## config.mk

```make
export PLATFORM = sky130hd
export DESIGN_NAME = rta_alarm_cal
export DESIGN_NICKNAME = d
export VERILOG_FILES = /design/src/verilog/rta_pkg.sv /design/src/verilog/rta_match.sv /design/src/verilog/rta_alarm_cal.sv
export SDC_FILE = /design/constraint.sdc
export NUM_CORES = 1
export LEC_CHECK = 0
export CAP_MARGIN = 10
export CORE_MARGIN = 2
export CORE_UTILIZATION = 53
export DETAILED_ROUTE_END_ITERATION = 8
export DONT_BUFFER_PORTS = 1
export GPL_TIMING_DRIVEN = 0
export MAX_ROUTING_LAYER = met4
export PLACE_DENSITY = 0.68
export SETUP_SLACK_MARGIN = 0.15
export SKIP_LAST_GASP = 1
export SLEW_MARGIN = 10
export SYNTH_ARGS = -nofsm -noshare
export SYNTH_HDL_FRONTEND = slang
export SYNTH_HIERARCHICAL = 1
export SYNTH_SLANG_ARGS = --single-unit
```

## constraint.sdc

```tcl
create_clock -name clk -period 3.4 [get_ports clk]
set_input_delay 0.17 -clock clk [delete_from_list [all_inputs] [get_ports clk]]
set_output_delay 0.17 -clock clk [all_outputs]
set_load 0.03 [all_outputs]
```

## src/verilog/rta_pkg.sv

```systemverilog
// Constants shared by the alarm and calibration block of the clock unit.
// Assumes a 50 MHz system clock with a one-cycle 32.768 kHz enable.
package rta_pkg;

  // Register indices on the plain register port
  localparam logic [1:0] RTA_ADDR_CFGCAL = 2'h0;
  localparam logic [1:0] RTA_ADDR_ALCFG = 2'h1;
  localparam logic [1:0] RTA_ADDR_VAL_LO = 2'h2;
  localparam logic [1:0] RTA_ADDR_VAL_HI = 2'h3;

  // config_calibration_register fields
  localparam int RTA_CFG_TIMER_ON = 15;
  localparam int RTA_CFG_UNLOCK = 13;
  localparam int RTA_CFG_SYNC = 12;

  // alarm_configuration_register fields
  localparam int RTA_AL_ARM = 15;
  localparam int RTA_AL_CHIME = 14;
  localparam int RTA_AL_MASK_LO = 10;
  localparam int RTA_AL_PTR_LO = 8;

  // Implemented bits of the alarm value registers
  localparam logic [15:0] RTA_MD_BITS = 16'h1F3F;
  localparam logic [15:0] RTA_WH_BITS = 16'h073F;
  localparam logic [15:0] RTA_MS_BITS = 16'h7F7F;

  // Alarm window pointer codes
  localparam logic [1:0] RTA_PTR_MS = 2'h0;
  localparam logic [1:0] RTA_PTR_WH = 2'h1;
  localparam logic [1:0] RTA_PTR_MD = 2'h2;

  // Alarm interval codes
  localparam logic [3:0] RTA_M_HALF = 4'h0;
  localparam logic [3:0] RTA_M_SEC = 4'h1;
  localparam logic [3:0] RTA_M_10S = 4'h2;
  localparam logic [3:0] RTA_M_MIN = 4'h3;
  localparam logic [3:0] RTA_M_10M = 4'h4;
  localparam logic [3:0] RTA_M_HOUR = 4'h5;
  localparam logic [3:0] RTA_M_DAY = 4'h6;
  localparam logic [3:0] RTA_M_WEEK = 4'h7;
  localparam logic [3:0] RTA_M_MONTH = 4'h8;
  localparam logic [3:0] RTA_M_YEAR = 4'h9;

  // Time base: 32768 enable ticks per second
  localparam logic [16:0] RTA_PRE_TOP = 17'h0_7FFF;
  localparam logic [16:0] RTA_PRE_HALF = 17'h0_3FFF;
  localparam logic [16:0] RTA_SYNC_WIN = 17'h0_0020;
  localparam logic [5:0] RTA_SEC_LAST = 6'h3B;

  // Reset and wrap values
  localparam logic [15:0] RTA_REG_RST = 16'h0000;
  localparam logic [7:0] RTA_RPT_RST = 8'h00;
  localparam logic [7:0] RTA_RPT_WRAP = 8'hFF;

endpackage

```

## src/verilog/rta_match.sv

```systemverilog
// Digit-masked compare of alarm values against the running time.
// Assumes both sides use the alarm register layouts; purely combinational.
`timescale 1ns/1ps
module rta_match (
  input wire logic [3:0] intervalSel,
  input wire logic [15:0] alarmMonthDay,
  input wire logic [15:0] alarmWeekdayHour,
  input wire logic [15:0] alarmMinuteSecond,
  input wire logic [15:0] timeMonthDay,
  input wire logic [15:0] timeWeekdayHour,
  input wire logic [15:0] timeMinuteSecond,
  output logic match
);
  import rta_pkg::*;

  logic eqSecOnes, eqSecTens, eqMinOnes, eqMinTens;
  logic eqHour, eqWday, eqDay, eqMonth;

  assign eqSecOnes = alarmMinuteSecond[3:0] == timeMinuteSecond[3:0];
  assign eqSecTens = alarmMinuteSecond[6:4] == timeMinuteSecond[6:4];
  assign eqMinOnes = alarmMinuteSecond[11:8] == timeMinuteSecond[11:8];
  assign eqMinTens = alarmMinuteSecond[14:12] == timeMinuteSecond[14:12];
  assign eqHour = alarmWeekdayHour[5:0] == timeWeekdayHour[5:0];
  assign eqWday = alarmWeekdayHour[10:8] == timeWeekdayHour[10:8];
  assign eqDay = alarmMonthDay[5:0] == timeMonthDay[5:0];
  assign eqMonth = alarmMonthDay[12:8] == timeMonthDay[12:8];

  always_comb begin
    unique case (intervalSel)
      RTA_M_HALF, RTA_M_SEC: match = 1'b1;
      RTA_M_10S: match = eqSecOnes;
      RTA_M_MIN: match = eqSecOnes & eqSecTens;
      RTA_M_10M: match = eqSecOnes & eqSecTens & eqMinOnes;
      RTA_M_HOUR: match = eqSecOnes & eqSecTens & eqMinOnes & eqMinTens;
      RTA_M_DAY: match = eqSecOnes & eqSecTens & eqMinOnes & eqMinTens &
                         eqHour;
      RTA_M_WEEK: match = eqSecOnes & eqSecTens & eqMinOnes & eqMinTens &
                          eqHour & eqWday;
      RTA_M_MONTH: match = eqSecOnes & eqSecTens & eqMinOnes & eqMinTens &
                           eqHour & eqDay;
      // Feb 29 matches only in leap years
      RTA_M_YEAR: match = eqSecOnes & eqSecTens & eqMinOnes & eqMinTens &
                          eqHour & eqDay & eqMonth;
      // Reserved codes never fire
      default: match = 1'b0;
    endcase
  end

endmodule

```

## src/verilog/rta_alarm_cal.sv

```systemverilog
// Alarm compare, repeat counting and per-minute calibration of the clock unit.
// Assumes tbTick, the time inputs and the register port are all on clk.
`timescale 1ns/1ps
module rta_alarm_cal (
  input wire logic clk,
  input wire logic rst_n,
  input wire logic tbTick,
  input wire logic [15:0] timeMonthDay,
  input wire logic [15:0] timeWeekdayHour,
  input wire logic [15:0] timeMinuteSecond,
  input wire logic [1:0] regAddr,
  input wire logic [15:0] regWdata,
  input wire logic regWe,
  input wire logic regRe,
  output logic [15:0] regRdata,
  output logic alarmIrq,
  output logic alarmPulse,
  output logic secondPulse
);
  import rta_pkg::*;

  typedef struct packed {
    // Registered bus and event outputs
    logic [15:0] rdata;
    logic irq;
    logic apulse;
    logic secPulse;

    // Alarm value registers
    logic [15:0] monthDay;
    logic [15:0] weekdayHour;
    logic [15:0] minuteSecond;

    // Alarm configuration
    logic arm;
    logic chime;
    logic [3:0] intervalSel;
    logic [1:0] ptr;
    logic [7:0] repeatCount;

    // Calibration and time base
    logic [7:0] cal;
    logic timerOn;
    logic unlock;
    logic [16:0] pre;
    logic [5:0] secCnt;
  } rta_state_t;

  rta_state_t s_q;
  rta_state_t s_d;

  logic match;
  logic secTick;
  logic halfTick;
  logic alarmTick;
  logic alarmEvent;
  logic syncFlag;
  logic [16:0] calLoad;
  logic [15:0] winWord;
  logic winWritable;
  logic [15:0] cfgWord;
  logic [15:0] alcfgWord;
  logic hiAccess;
  logic minuteEnd;
  logic lastRepeat;

  rta_match u_match (
    .intervalSel(s_q.intervalSel),
    .alarmMonthDay(s_q.monthDay),
    .alarmWeekdayHour(s_q.weekdayHour),
    .alarmMinuteSecond(s_q.minuteSecond),
    .timeMonthDay(timeMonthDay),
    .timeWeekdayHour(timeWeekdayHour),
    .timeMinuteSecond(timeMinuteSecond),
    .match(match)
  );

  // The prescaler may start negative after a calibration load
  assign secTick = s_q.timerOn & tbTick &
                   ($signed(s_q.pre) >= $signed(RTA_PRE_TOP));
  assign halfTick = secTick |
                    (s_q.timerOn & tbTick & (s_q.pre == RTA_PRE_HALF));
  // Half-second code uses the half tick
  assign alarmTick = (s_q.intervalSel == RTA_M_HALF) ? halfTick : secTick;
  assign alarmEvent = s_q.arm & alarmTick & match;

  // Warns software that a second rollover is close
  // Config edits inside this window could race the alarm update
  assign syncFlag = s_q.timerOn &
                    ($signed(s_q.pre) >= $signed(RTA_PRE_TOP - RTA_SYNC_WIN));

  assign calLoad = {{7{s_q.cal[7]}}, s_q.cal, 2'b00};

  // Calibration loads at the end of the last second, so it trims second 0
  assign minuteEnd = secTick & (s_q.secCnt == RTA_SEC_LAST);

  // Any upper byte access moves the pointer down unless it is already 00, reads included
  assign hiAccess = (regWe | regRe) &
                    (regAddr == RTA_ADDR_VAL_HI);

  // Count already empty means final alarm, or a reload to FF when chime is set
  assign lastRepeat = s_q.repeatCount == RTA_RPT_RST;

  always_comb begin
    unique case (s_q.ptr)
      RTA_PTR_MS: begin
        winWord = s_q.minuteSecond;
        winWritable = 1'b1;
      end
      RTA_PTR_WH: begin
        winWord = s_q.weekdayHour;
        winWritable = s_q.unlock;
      end
      RTA_PTR_MD: begin
        winWord = s_q.monthDay;
        winWritable = s_q.unlock;
      end
      // Pointer code 11 has no register behind it
      default: begin
        winWord = RTA_REG_RST;
        winWritable = 1'b0;
      end
    endcase
  end

  always_comb begin
    cfgWord = RTA_REG_RST;
    cfgWord[RTA_CFG_TIMER_ON] = s_q.timerOn;
    cfgWord[RTA_CFG_UNLOCK] = s_q.unlock;
    cfgWord[RTA_CFG_SYNC] = syncFlag;
    cfgWord[7:0] = s_q.cal;
    alcfgWord = RTA_REG_RST;
    alcfgWord[RTA_AL_ARM] = s_q.arm;
    alcfgWord[RTA_AL_CHIME] = s_q.chime;
    alcfgWord[RTA_AL_MASK_LO +: 4] = s_q.intervalSel;
    alcfgWord[RTA_AL_PTR_LO +: 2] = s_q.ptr;
    alcfgWord[7:0] = s_q.repeatCount;
  end

  always_comb begin
    s_d = s_q;
    s_d.irq = 1'b0;
    s_d.secPulse = 1'b0;
    s_d.rdata = RTA_REG_RST;

    // Time base and minute calibration
    // Timer off freezes the prescaler and the second count
    if (s_q.timerOn && tbTick) begin
      if (secTick) begin
        s_d.secPulse = 1'b1;
        if (minuteEnd) begin
          s_d.secCnt = '0;
          s_d.pre = calLoad;
        end else begin
          s_d.secCnt = s_q.secCnt + 6'h01;
          s_d.pre = '0;
        end
      end else begin
        s_d.pre = s_q.pre + 17'h0_0001;
      end
    end

    // Register reads
    if (regRe) begin
      unique case (regAddr)
        RTA_ADDR_CFGCAL: begin
          s_d.rdata = cfgWord;
        end
        RTA_ADDR_ALCFG: begin
          s_d.rdata = alcfgWord;
        end
        // Window reads return one byte, upper half zero
        RTA_ADDR_VAL_LO: begin
          s_d.rdata = {8'h00, winWord[7:0]};
        end
        RTA_ADDR_VAL_HI: begin
          s_d.rdata = {8'h00, winWord[15:8]};
        end
      endcase
    end

    // Register writes; window writes touch one byte at a time
    if (regWe) begin
      unique case (regAddr)
        RTA_ADDR_CFGCAL: begin
          s_d.timerOn = regWdata[RTA_CFG_TIMER_ON];
          s_d.unlock = regWdata[RTA_CFG_UNLOCK];
          s_d.cal = regWdata[7:0];
        end
        RTA_ADDR_ALCFG: begin
          s_d.arm = regWdata[RTA_AL_ARM];
          s_d.chime = regWdata[RTA_AL_CHIME];
          s_d.intervalSel = regWdata[RTA_AL_MASK_LO +: 4];
          s_d.ptr = regWdata[RTA_AL_PTR_LO +: 2];
          s_d.repeatCount = regWdata[7:0];
        end
        RTA_ADDR_VAL_LO, RTA_ADDR_VAL_HI: begin
          if (winWritable) begin
            unique case (s_q.ptr)
              RTA_PTR_MS: begin
                if (regAddr == RTA_ADDR_VAL_HI) begin
                  s_d.minuteSecond[15:8] = regWdata[7:0] & RTA_MS_BITS[15:8];
                end else begin
                  s_d.minuteSecond[7:0] = regWdata[7:0] & RTA_MS_BITS[7:0];
                end
              end
              RTA_PTR_WH: begin
                if (regAddr == RTA_ADDR_VAL_HI) begin
                  s_d.weekdayHour[15:8] = regWdata[7:0] & RTA_WH_BITS[15:8];
                end else begin
                  s_d.weekdayHour[7:0] = regWdata[7:0] & RTA_WH_BITS[7:0];
                end
              end
              RTA_PTR_MD: begin
                if (regAddr == RTA_ADDR_VAL_HI) begin
                  s_d.monthDay[15:8] = regWdata[7:0] & RTA_MD_BITS[15:8];
                end else begin
                  s_d.monthDay[7:0] = regWdata[7:0] & RTA_MD_BITS[7:0];
                end
              end
              default: begin
              end
            endcase
          end
        end
      endcase
    end

    if (hiAccess && s_q.ptr != RTA_PTR_MS) begin
      s_d.ptr = s_q.ptr - 2'h1;
    end

    // The alarm event is handled after the bus so hardware wins a tie
    if (alarmEvent) begin
      s_d.irq = 1'b1;
      s_d.apulse = ~s_q.apulse;
      if (!lastRepeat) begin
        s_d.repeatCount = s_q.repeatCount - 8'h01;
      end else if (s_q.chime) begin
        s_d.repeatCount = RTA_RPT_WRAP;
      end else begin
        s_d.arm = 1'b0;
      end
    end
  end

  // Whole state clears: timer off, alarm disarmed, pointer 00
  always_ff @(posedge clk or negedge rst_n) begin
    if (!rst_n) begin
      s_q <= '0;
    end else begin
      s_q <= s_d;
    end
  end

  // Outputs come straight from the state register
  assign regRdata = s_q.rdata;
  assign alarmIrq = s_q.irq;
  assign alarmPulse = s_q.apulse;
  assign secondPulse = s_q.secPulse;

endmodule

```

# ---- After elaboration in Yosys (flattened, before gate mapping)
# Index checks and enable logic that the tools add are counted.
dict set report classes {
  add_sub_neg 4
  n_lt_le_gt_ge 2
  n_eq_ne 24
  muxes 21
  bitwise 19
  reduce_logical 22
}
# operator count
set ops {}
lappend ops {{$pmux W16 S4} 1}
lappend ops {{$pmux W15 S3} 1}
lappend ops {{$ge A17 B16 Y1 const B} 2}
lappend ops {{$mux W16} 2}
lappend ops {{$reduce_and A5 Y1} 6}
lappend ops {{$mux W26} 1}
lappend ops {{$mux W8} 3}
lappend ops {{$mux W23} 1}
lappend ops {{$add A17 B1 Y17 const B} 1}
lappend ops {{$eq A17 B14 Y1 const B} 1}
lappend ops {{$mux W17} 1}
lappend ops {{$eq A4 B3 Y1 const B} 4}
lappend ops {{$and A1 B1 Y1} 15}
lappend ops {{$eq A6 B6 Y1} 2}
lappend ops {{$mux W10} 1}
lappend ops {{$eq A3 B3 Y1} 3}
lappend ops {{$pmux W1 S9} 1}
lappend ops {{$eq A4 B2 Y1 const B} 2}
lappend ops {{$eq A4 B4 Y1} 2}
lappend ops {{$eq A4 B4 Y1 const B} 2}
lappend ops {{$logic_not A8 Y1} 1}
lappend ops {{$reduce_and A2 Y1} 4}
lappend ops {{$sub A8 B1 Y8 const B} 1}
lappend ops {{$add A6 B1 Y6 const B} 1}
lappend ops {{other kinds (16)} 33}
dict set report word_totals {
  register_bits 102
  input_bits 71
  wordCells 112
}

# ---- Logic depth before layout (Yosys ltp)
# Gate-level depths: netlist of run 1.
dict set report depth {
  ltp_word 10
  ltp_mapped 12
  mapped_depth_nobuf 10
}

# ---- Hierarchy
# Netlist of run 1, hierarchy kept.
# mod instances cells_per_inst area_each_um2 seq_area_each_um2
set modules_own_cells {}
lappend modules_own_cells {rta_alarm_cal 1 487 5232.5 2552.4}
lappend modules_own_cells {rta_match 1 56 437.9 0.0}

# ---- Worst setup path after synthesis of run 1
# No wires, ideal clock.
dict set report synth_timing {
  path_kind {register to register}
  startpoint {register s_q (netlist bit alcfgWord[11])}
  endpoint {register s_q (netlist bit alcfgWord[7])}
  arrival_ns 2.155
  required_time_ns 3.335
  path_slack_ns 1.180
  path_stages_with_launch 10
  n_path_buf 1
  synth_period_minus_slack_ns 2.220
  cell_sequence {dfrtp_1 -> or4_1 -> nor4_1 -> a32oi_1 -> o32ai_1 -> nand4b_1 -> a21o_1 -> buf_6 -> o21ai_0 -> o221a_2}
}
# element line
set synth_rtl {}
lappend synth_rtl {{start, declared} rta_alarm_cal.sv:49} ;# rta_state_t s_q;
lappend synth_rtl {{start signal, assigned} rta_alarm_cal.sv:250} ;# s_q <= '0;
lappend synth_rtl {{start signal, assigned} rta_alarm_cal.sv:252} ;# s_q <= s_d;

==> results_dict.tcl, run 1 <==
set metrics [dict create \
    multi_input_area_um2 2820 \
    finalSetupTns_ns 0 \
    viasPerCell 6.32 \
    grt_pass1_vias 4468 \
    irDropWorstVdd_mv 0.582 \
    clk_pin_slew_ns 0.10 \
    fin_area_um2 6220 \
    status "finished, final reports clean" \
    required_ns 3.73 \
    numCtsBuffers 9 \
    drv_slew 0 \
    clock-sinks 102 \
    antenna_found_initial 0 \
    fmax_mhz 364 \
    die_y_um 107 \
    n_antenna_cell 0 \
    htree_levels 3 \
    dieArea_um2 11500 \
    timing.final.crit_share_pct 80.8 \
    min_path_type "input pin to register" \
    final_cell_mix "dfrtp_1, nand2_1, mux2_2, nor2_1, a21oi_1" \
    whs_path_depth 2 \
    cp_data_arrival_time_ns 3.08 \
    hpwl_mm 10.7 \
    area.growth.synth_to_final_pct 9.80 \
    worstSkewPairLatency_ns 0.39 \
    cts_buffer_depth 2 \
    wl_mm 14.9 \
    tightest_slew_ns 0.661 \
    period_needed_ns 2.75 \
    drc 0 \
    cp-end-kind "register" \
    dieWidth_um 107 \
    synthCells 542 \
    slew-limit-headroom_pct 55.9 \
    drtAntennaViolNets 0 \
    design.core.area_um2 10400 \
    mostFrequentLayoutCell "dfrtp_1" \
    path_class "register to register" \
    grt_pass1_wl_mm 24.3 \
    power_density_nw_per_um2 612 \
    first_iter_violations 450 \
    worst_setup_path_start_kind "register" \
    post_cts_buffers 0 \
    syn-num-nets 621 \
    max_cap_violations 0 \
    cts_tree "done" \
    finalHoldViolations 0 \
    initial_core_util_pct 54.6 \
    r2r_cells 10 \
    yosysWarnings 6 \
    skew_ns 0.0173 \
    wl_per_cell_um 20.9 \
    grt_max_degree 103 \
    cts-root-buf "clkbuf_8" \
    critPathMaxFanout 9 \
    grt.total_usage_pct 28.6 \
    rsz0062_at_grt "false" \
    grt-ovfl-total 0 \
    p_leak_nw 2.65 \
    netlist_area_um2 5670 \
    numPortBuffers 0 \
    setup_viol 0 \
    rows 37 \
    regArea_um2 2550 \
    place_area_um2 5840 \
    n_fill_cell 884 \
    num_vias 4494 \
    gp_congestion 0.925 \
    nets 649 \
    drive_gt1_share_pct 19.8 \
    ios 90 \
    firstDrtPassIters 6 \
    syn_area_per_cell_um2 10.5 \
]
power by group:
group | leakage (nW) | total (mW) | internal (mW) | switching, mW
Clock | 0.0932 | 0.783 | 0.342 | 0.441
Sequential | 1.31 | 1.87 | 1.51 | 0.358
Combinational | 1.25 | 1.15 | 0.571 | 0.584
state kept, by name, indices dropped and copies added, names as in the netlist:
register,cells
alcfgWord,16
regRdata,16
s_q,57
alarmIrq,1
cfgWord,2
secondPulse,1
calLoad,8
alarmPulse,1
area by class of cell:
type	count	area share (%)
sequential	102	41.0
timing repair buffer	17	3.02
clock buffer	9	1.99
tap	136	2.73
buffer	40	4.26
inverter	8	0.523
multi-input combinational	392	45.3
clock inverter	7	1.19
final timing paths:
check                                   start            end  slack (ns)
worst max-delay path            alcfgWord[13]   alcfgWord[5]        0.65
worst min register to register   alcfgWord[0]   alcfgWord[0]        0.54
worst max register to register  alcfgWord[13]   alcfgWord[5]        0.65
min in group asynchronous               rst_n  alcfgWord[11]        0.37
max in group asynchronous               rst_n        s_q[18]        2.65
worst min-delay path              regWdata[6]   alcfgWord[6]        0.02
critical path, cell delays in order (launching register included):
cell      delay, ns
dfrtp_1        0.48
inv_1          0.12
or4_1          0.47
nor4_1         0.31
a32oi_1        0.10
o32ai_1        0.25
nand4b_1       0.15
a21o_1         0.18
buf_6          0.14
o21ai_0        0.25
o221a_2        0.23
timing repair:
| action | CTS | global route |
|---|---|---|
| resized for setup | 0 | 0 |
| hold buffers | 17 | 0 |
| endpoints found under the hold margin | 157 | 0 |
per-stage QoR:
| step | util [%] | setup WS [ns] | cells | hold WS, ns | power [mW] |
|---|---|---|---|---|---|
| floorplan | - | 1.18 | 542 | -0.126 | 2.65 |
| global placement | 56.3 | 0.763 | 678 | -0.123 | 2.92 |
| detailed placement | 56.3 | 0.752 | 678 | -0.121 | 2.97 |
| CTS | 60.0 | 0.704 | 711 | 0.00537 | 3.81 |
| global route | 60.0 | 0.513 | 711 | 0.0219 | 4.04 |
| finish | 60.0 | 0.652 | 711 | 0.0219 | 3.81 |
routing by layer:
metal	global-route usage [%]	up-vias	part of all wire, %
met4	8.70	0	2.2
met1	40.3	2220	44
met5	-	-	0
met3	7.99	34	9.1
li1	-	2035	-
met2	40.3	205	44
No activity file was read; power rests on OpenSTA's default activity.
==> inputs of run 2 (changes only) <==
PLACE_DENSITY = 0.71   (was 0.68)
clock period = 2.3 ns   (was 3.4 ns; I/O delays follow)
==> results_dict.tcl, run 2 (same netlist as run 1, synthesis figures left out) <==
set metrics [dict create \
    htree_levels 3 \
    dr_wl_met3_mm 1.24 \
    cts_hold_buf 17 \
    dieArea_um2 11500 \
    stdcell_count 733 \
    cts_tree "done" \
    die_y_um 107 \
    crit_path_start "s_q[82]" \
    crit_path_end "alcfgWord[0]" \
    area.growth.synth_to_final_pct 16.1 \
    worstSkewPairLatency_ns 0.39 \
    n_antenna_cell 0 \
    r2r_slack_ns -0.18 \
    drive_gt1_share_pct 28.0 \
    num_vias 4657 \
    rows 37 \
    period_needed_ns 2.48 \
    place_area_um2 5840 \
    drc 0 \
    skew_ns 0.0148 \
    finalHoldWorstSlack_ns -0.584 \
    first_iter_violations 420 \
    p_leak_nw 2.79 \
    largest_reg_flops 57 \
    topRoutingLayerUsed "met4" \
    initial_core_util_pct 54.6 \
    worst_setup_path_start_kind "register" \
    clock-sinks 102 \
    grt-ovfl-total 0 \
    nets 671 \
    drtAntennaViolNets 0 \
    tightest_slew_ns 0.711 \
    grt_pass1_vias 4489 \
    antenna_found_initial 0 \
    multi_input_area_um2 2970 \
    slew-limit-headroom_pct 52.6 \
    viasPerCell 6.35 \
    failed_checks "negative hold slack, negative setup slack" \
    largest-register "s_q" \
    n_fill_cell 847 \
    critPathMaxFanout 5 \
    fmax_mhz 403 \
    fin_area_um2 6580 \
    max_cap_violations 0 \
    r2r_start "s_q[82]" \
    path_class "register to register" \
    setup_viol 11 \
    cp_data_arrival_time_ns 2.79 \
    numPortBuffers 0 \
    hpwl_mm 10.5 \
    r2r-end "alcfgWord[0]" \
    finalHoldViolations 102 \
    status "finished, violations left" \
    wl_mm 15.4 \
    gp_congestion 0.897 \
    route.met2.wl_mm 6.96 \
    cts_buffer_depth 2 \
    rsz0062_at_grt "true" \
    r2r_cells 12 \
    numCtsBuffers 9 \
    power_density_nw_per_um2 885 \
    dpl.cell_count 678 \
    design.core.area_um2 10400 \
    final_cell_mix "dfrtp_1, mux2_2, nand2_1, buf_4, nor2_1" \
    mostFrequentLayoutCell "dfrtp_1" \
    dieWidth_um 107 \
    timing.final.crit_share_pct 108 \
    grt_pass1_wl_mm 24.0 \
    required_ns 2.60 \
    drv_slew 0 \
    cp-end-kind "register" \
    place_ws_ns -0.453 \
    cts-root-buf "clkbuf_8" \
    firstDrtPassIters 5 \
    wl_met1_mm 6.91 \
    wl_per_cell_um 21.0 \
    min_path_type "input pin to async pin" \
    clk_pin_slew_ns 0.10 \
    ios 90 \
    worst_slack_ns -0.184 \
    regArea_um2 2560 \
    grt.total_usage_pct 28.0 \
    irDropWorstVdd_mv 0.655 \
    power_mw 5.82 \
    grt_max_degree 103 \
]
## run 2: worst max-delay path, cell delays in order, from the launching register on
cell      delay [ns]
dfrtp_1         0.42
xor2_1          0.15
or4_4           0.44
nor4_4          0.20
a32oi_2         0.10
o32ai_2         0.14
nand4b_1        0.14
a21o_1          0.20
buf_6           0.14
inv_6           0.07
buf_12          0.11
nand2_2         0.06
a32oi_1         0.21
## run 2: timing repair
| item | 4_1_cts | 5_1_grt |
|---|---|---|
| resized for setup | 18 | 37 |
| buffers inserted | 11 | 9 |
| cloned | 1 | 1 |
| endpoints found under the setup margin | 66 | 60 |
| endpoints found under the hold margin | 160 | 102 |
| pin swaps | 9 | 11 |
## run 2: worst min path at each step
stage	startpoint	cells past startpoint	to	slack, ns
after floorplan	rst_n	0	alarmIrq	-0.18
after global placement	rst_n	0	s_q[73]	-0.18
after detailed placement	rst_n	0	alcfgWord[12]	-0.18
after CTS	rst_n	0	s_q[92]	-0.60
after global routing	rst_n	0	alcfgWord[12]	-0.62
final	rst_n	0	alcfgWord[12]	-0.58
## run 2: routing by layer
metal  track usage (%)  vias to the layer above
met2              40.2                      217
met5                 -                        -
li1                  -                     2085
met3              7.99                       21
met4              7.23                        0
met1              39.4                     2334
## run 2: through the flow
| stage | TNS [ns] | utilization (%) |
|---|---|---|
| after CTS | -2.63 | 61.2 |
| after floorplan | 0 | - |
| final | -1.54 | 63.4 |
| after detailed placement | -4.76 | 56.3 |
| after global routing | -2.47 | 63.4 |
| after global placement | -4.50 | 56.3 |
## run 2: report_power, final
group          total [mW]  switching, mW  internal [mW]
clock                1.16          0.647          0.509
combinational        1.91          0.958          0.956
sequential           2.75          0.510           2.24
total                5.82           2.12           3.71
## run 2: area by class of cell
class / instances / share of cell area [%]
buffer: 40 / 4.24
sequential: 102 / 38.9
multi-input combinational: 392 / 45.1
timing repair buffer: 39 / 5.59
tap: 136 / 2.59
inverter: 8 / 0.533
clock inverter: 6 / 1.07
clock buffer: 10 / 1.94
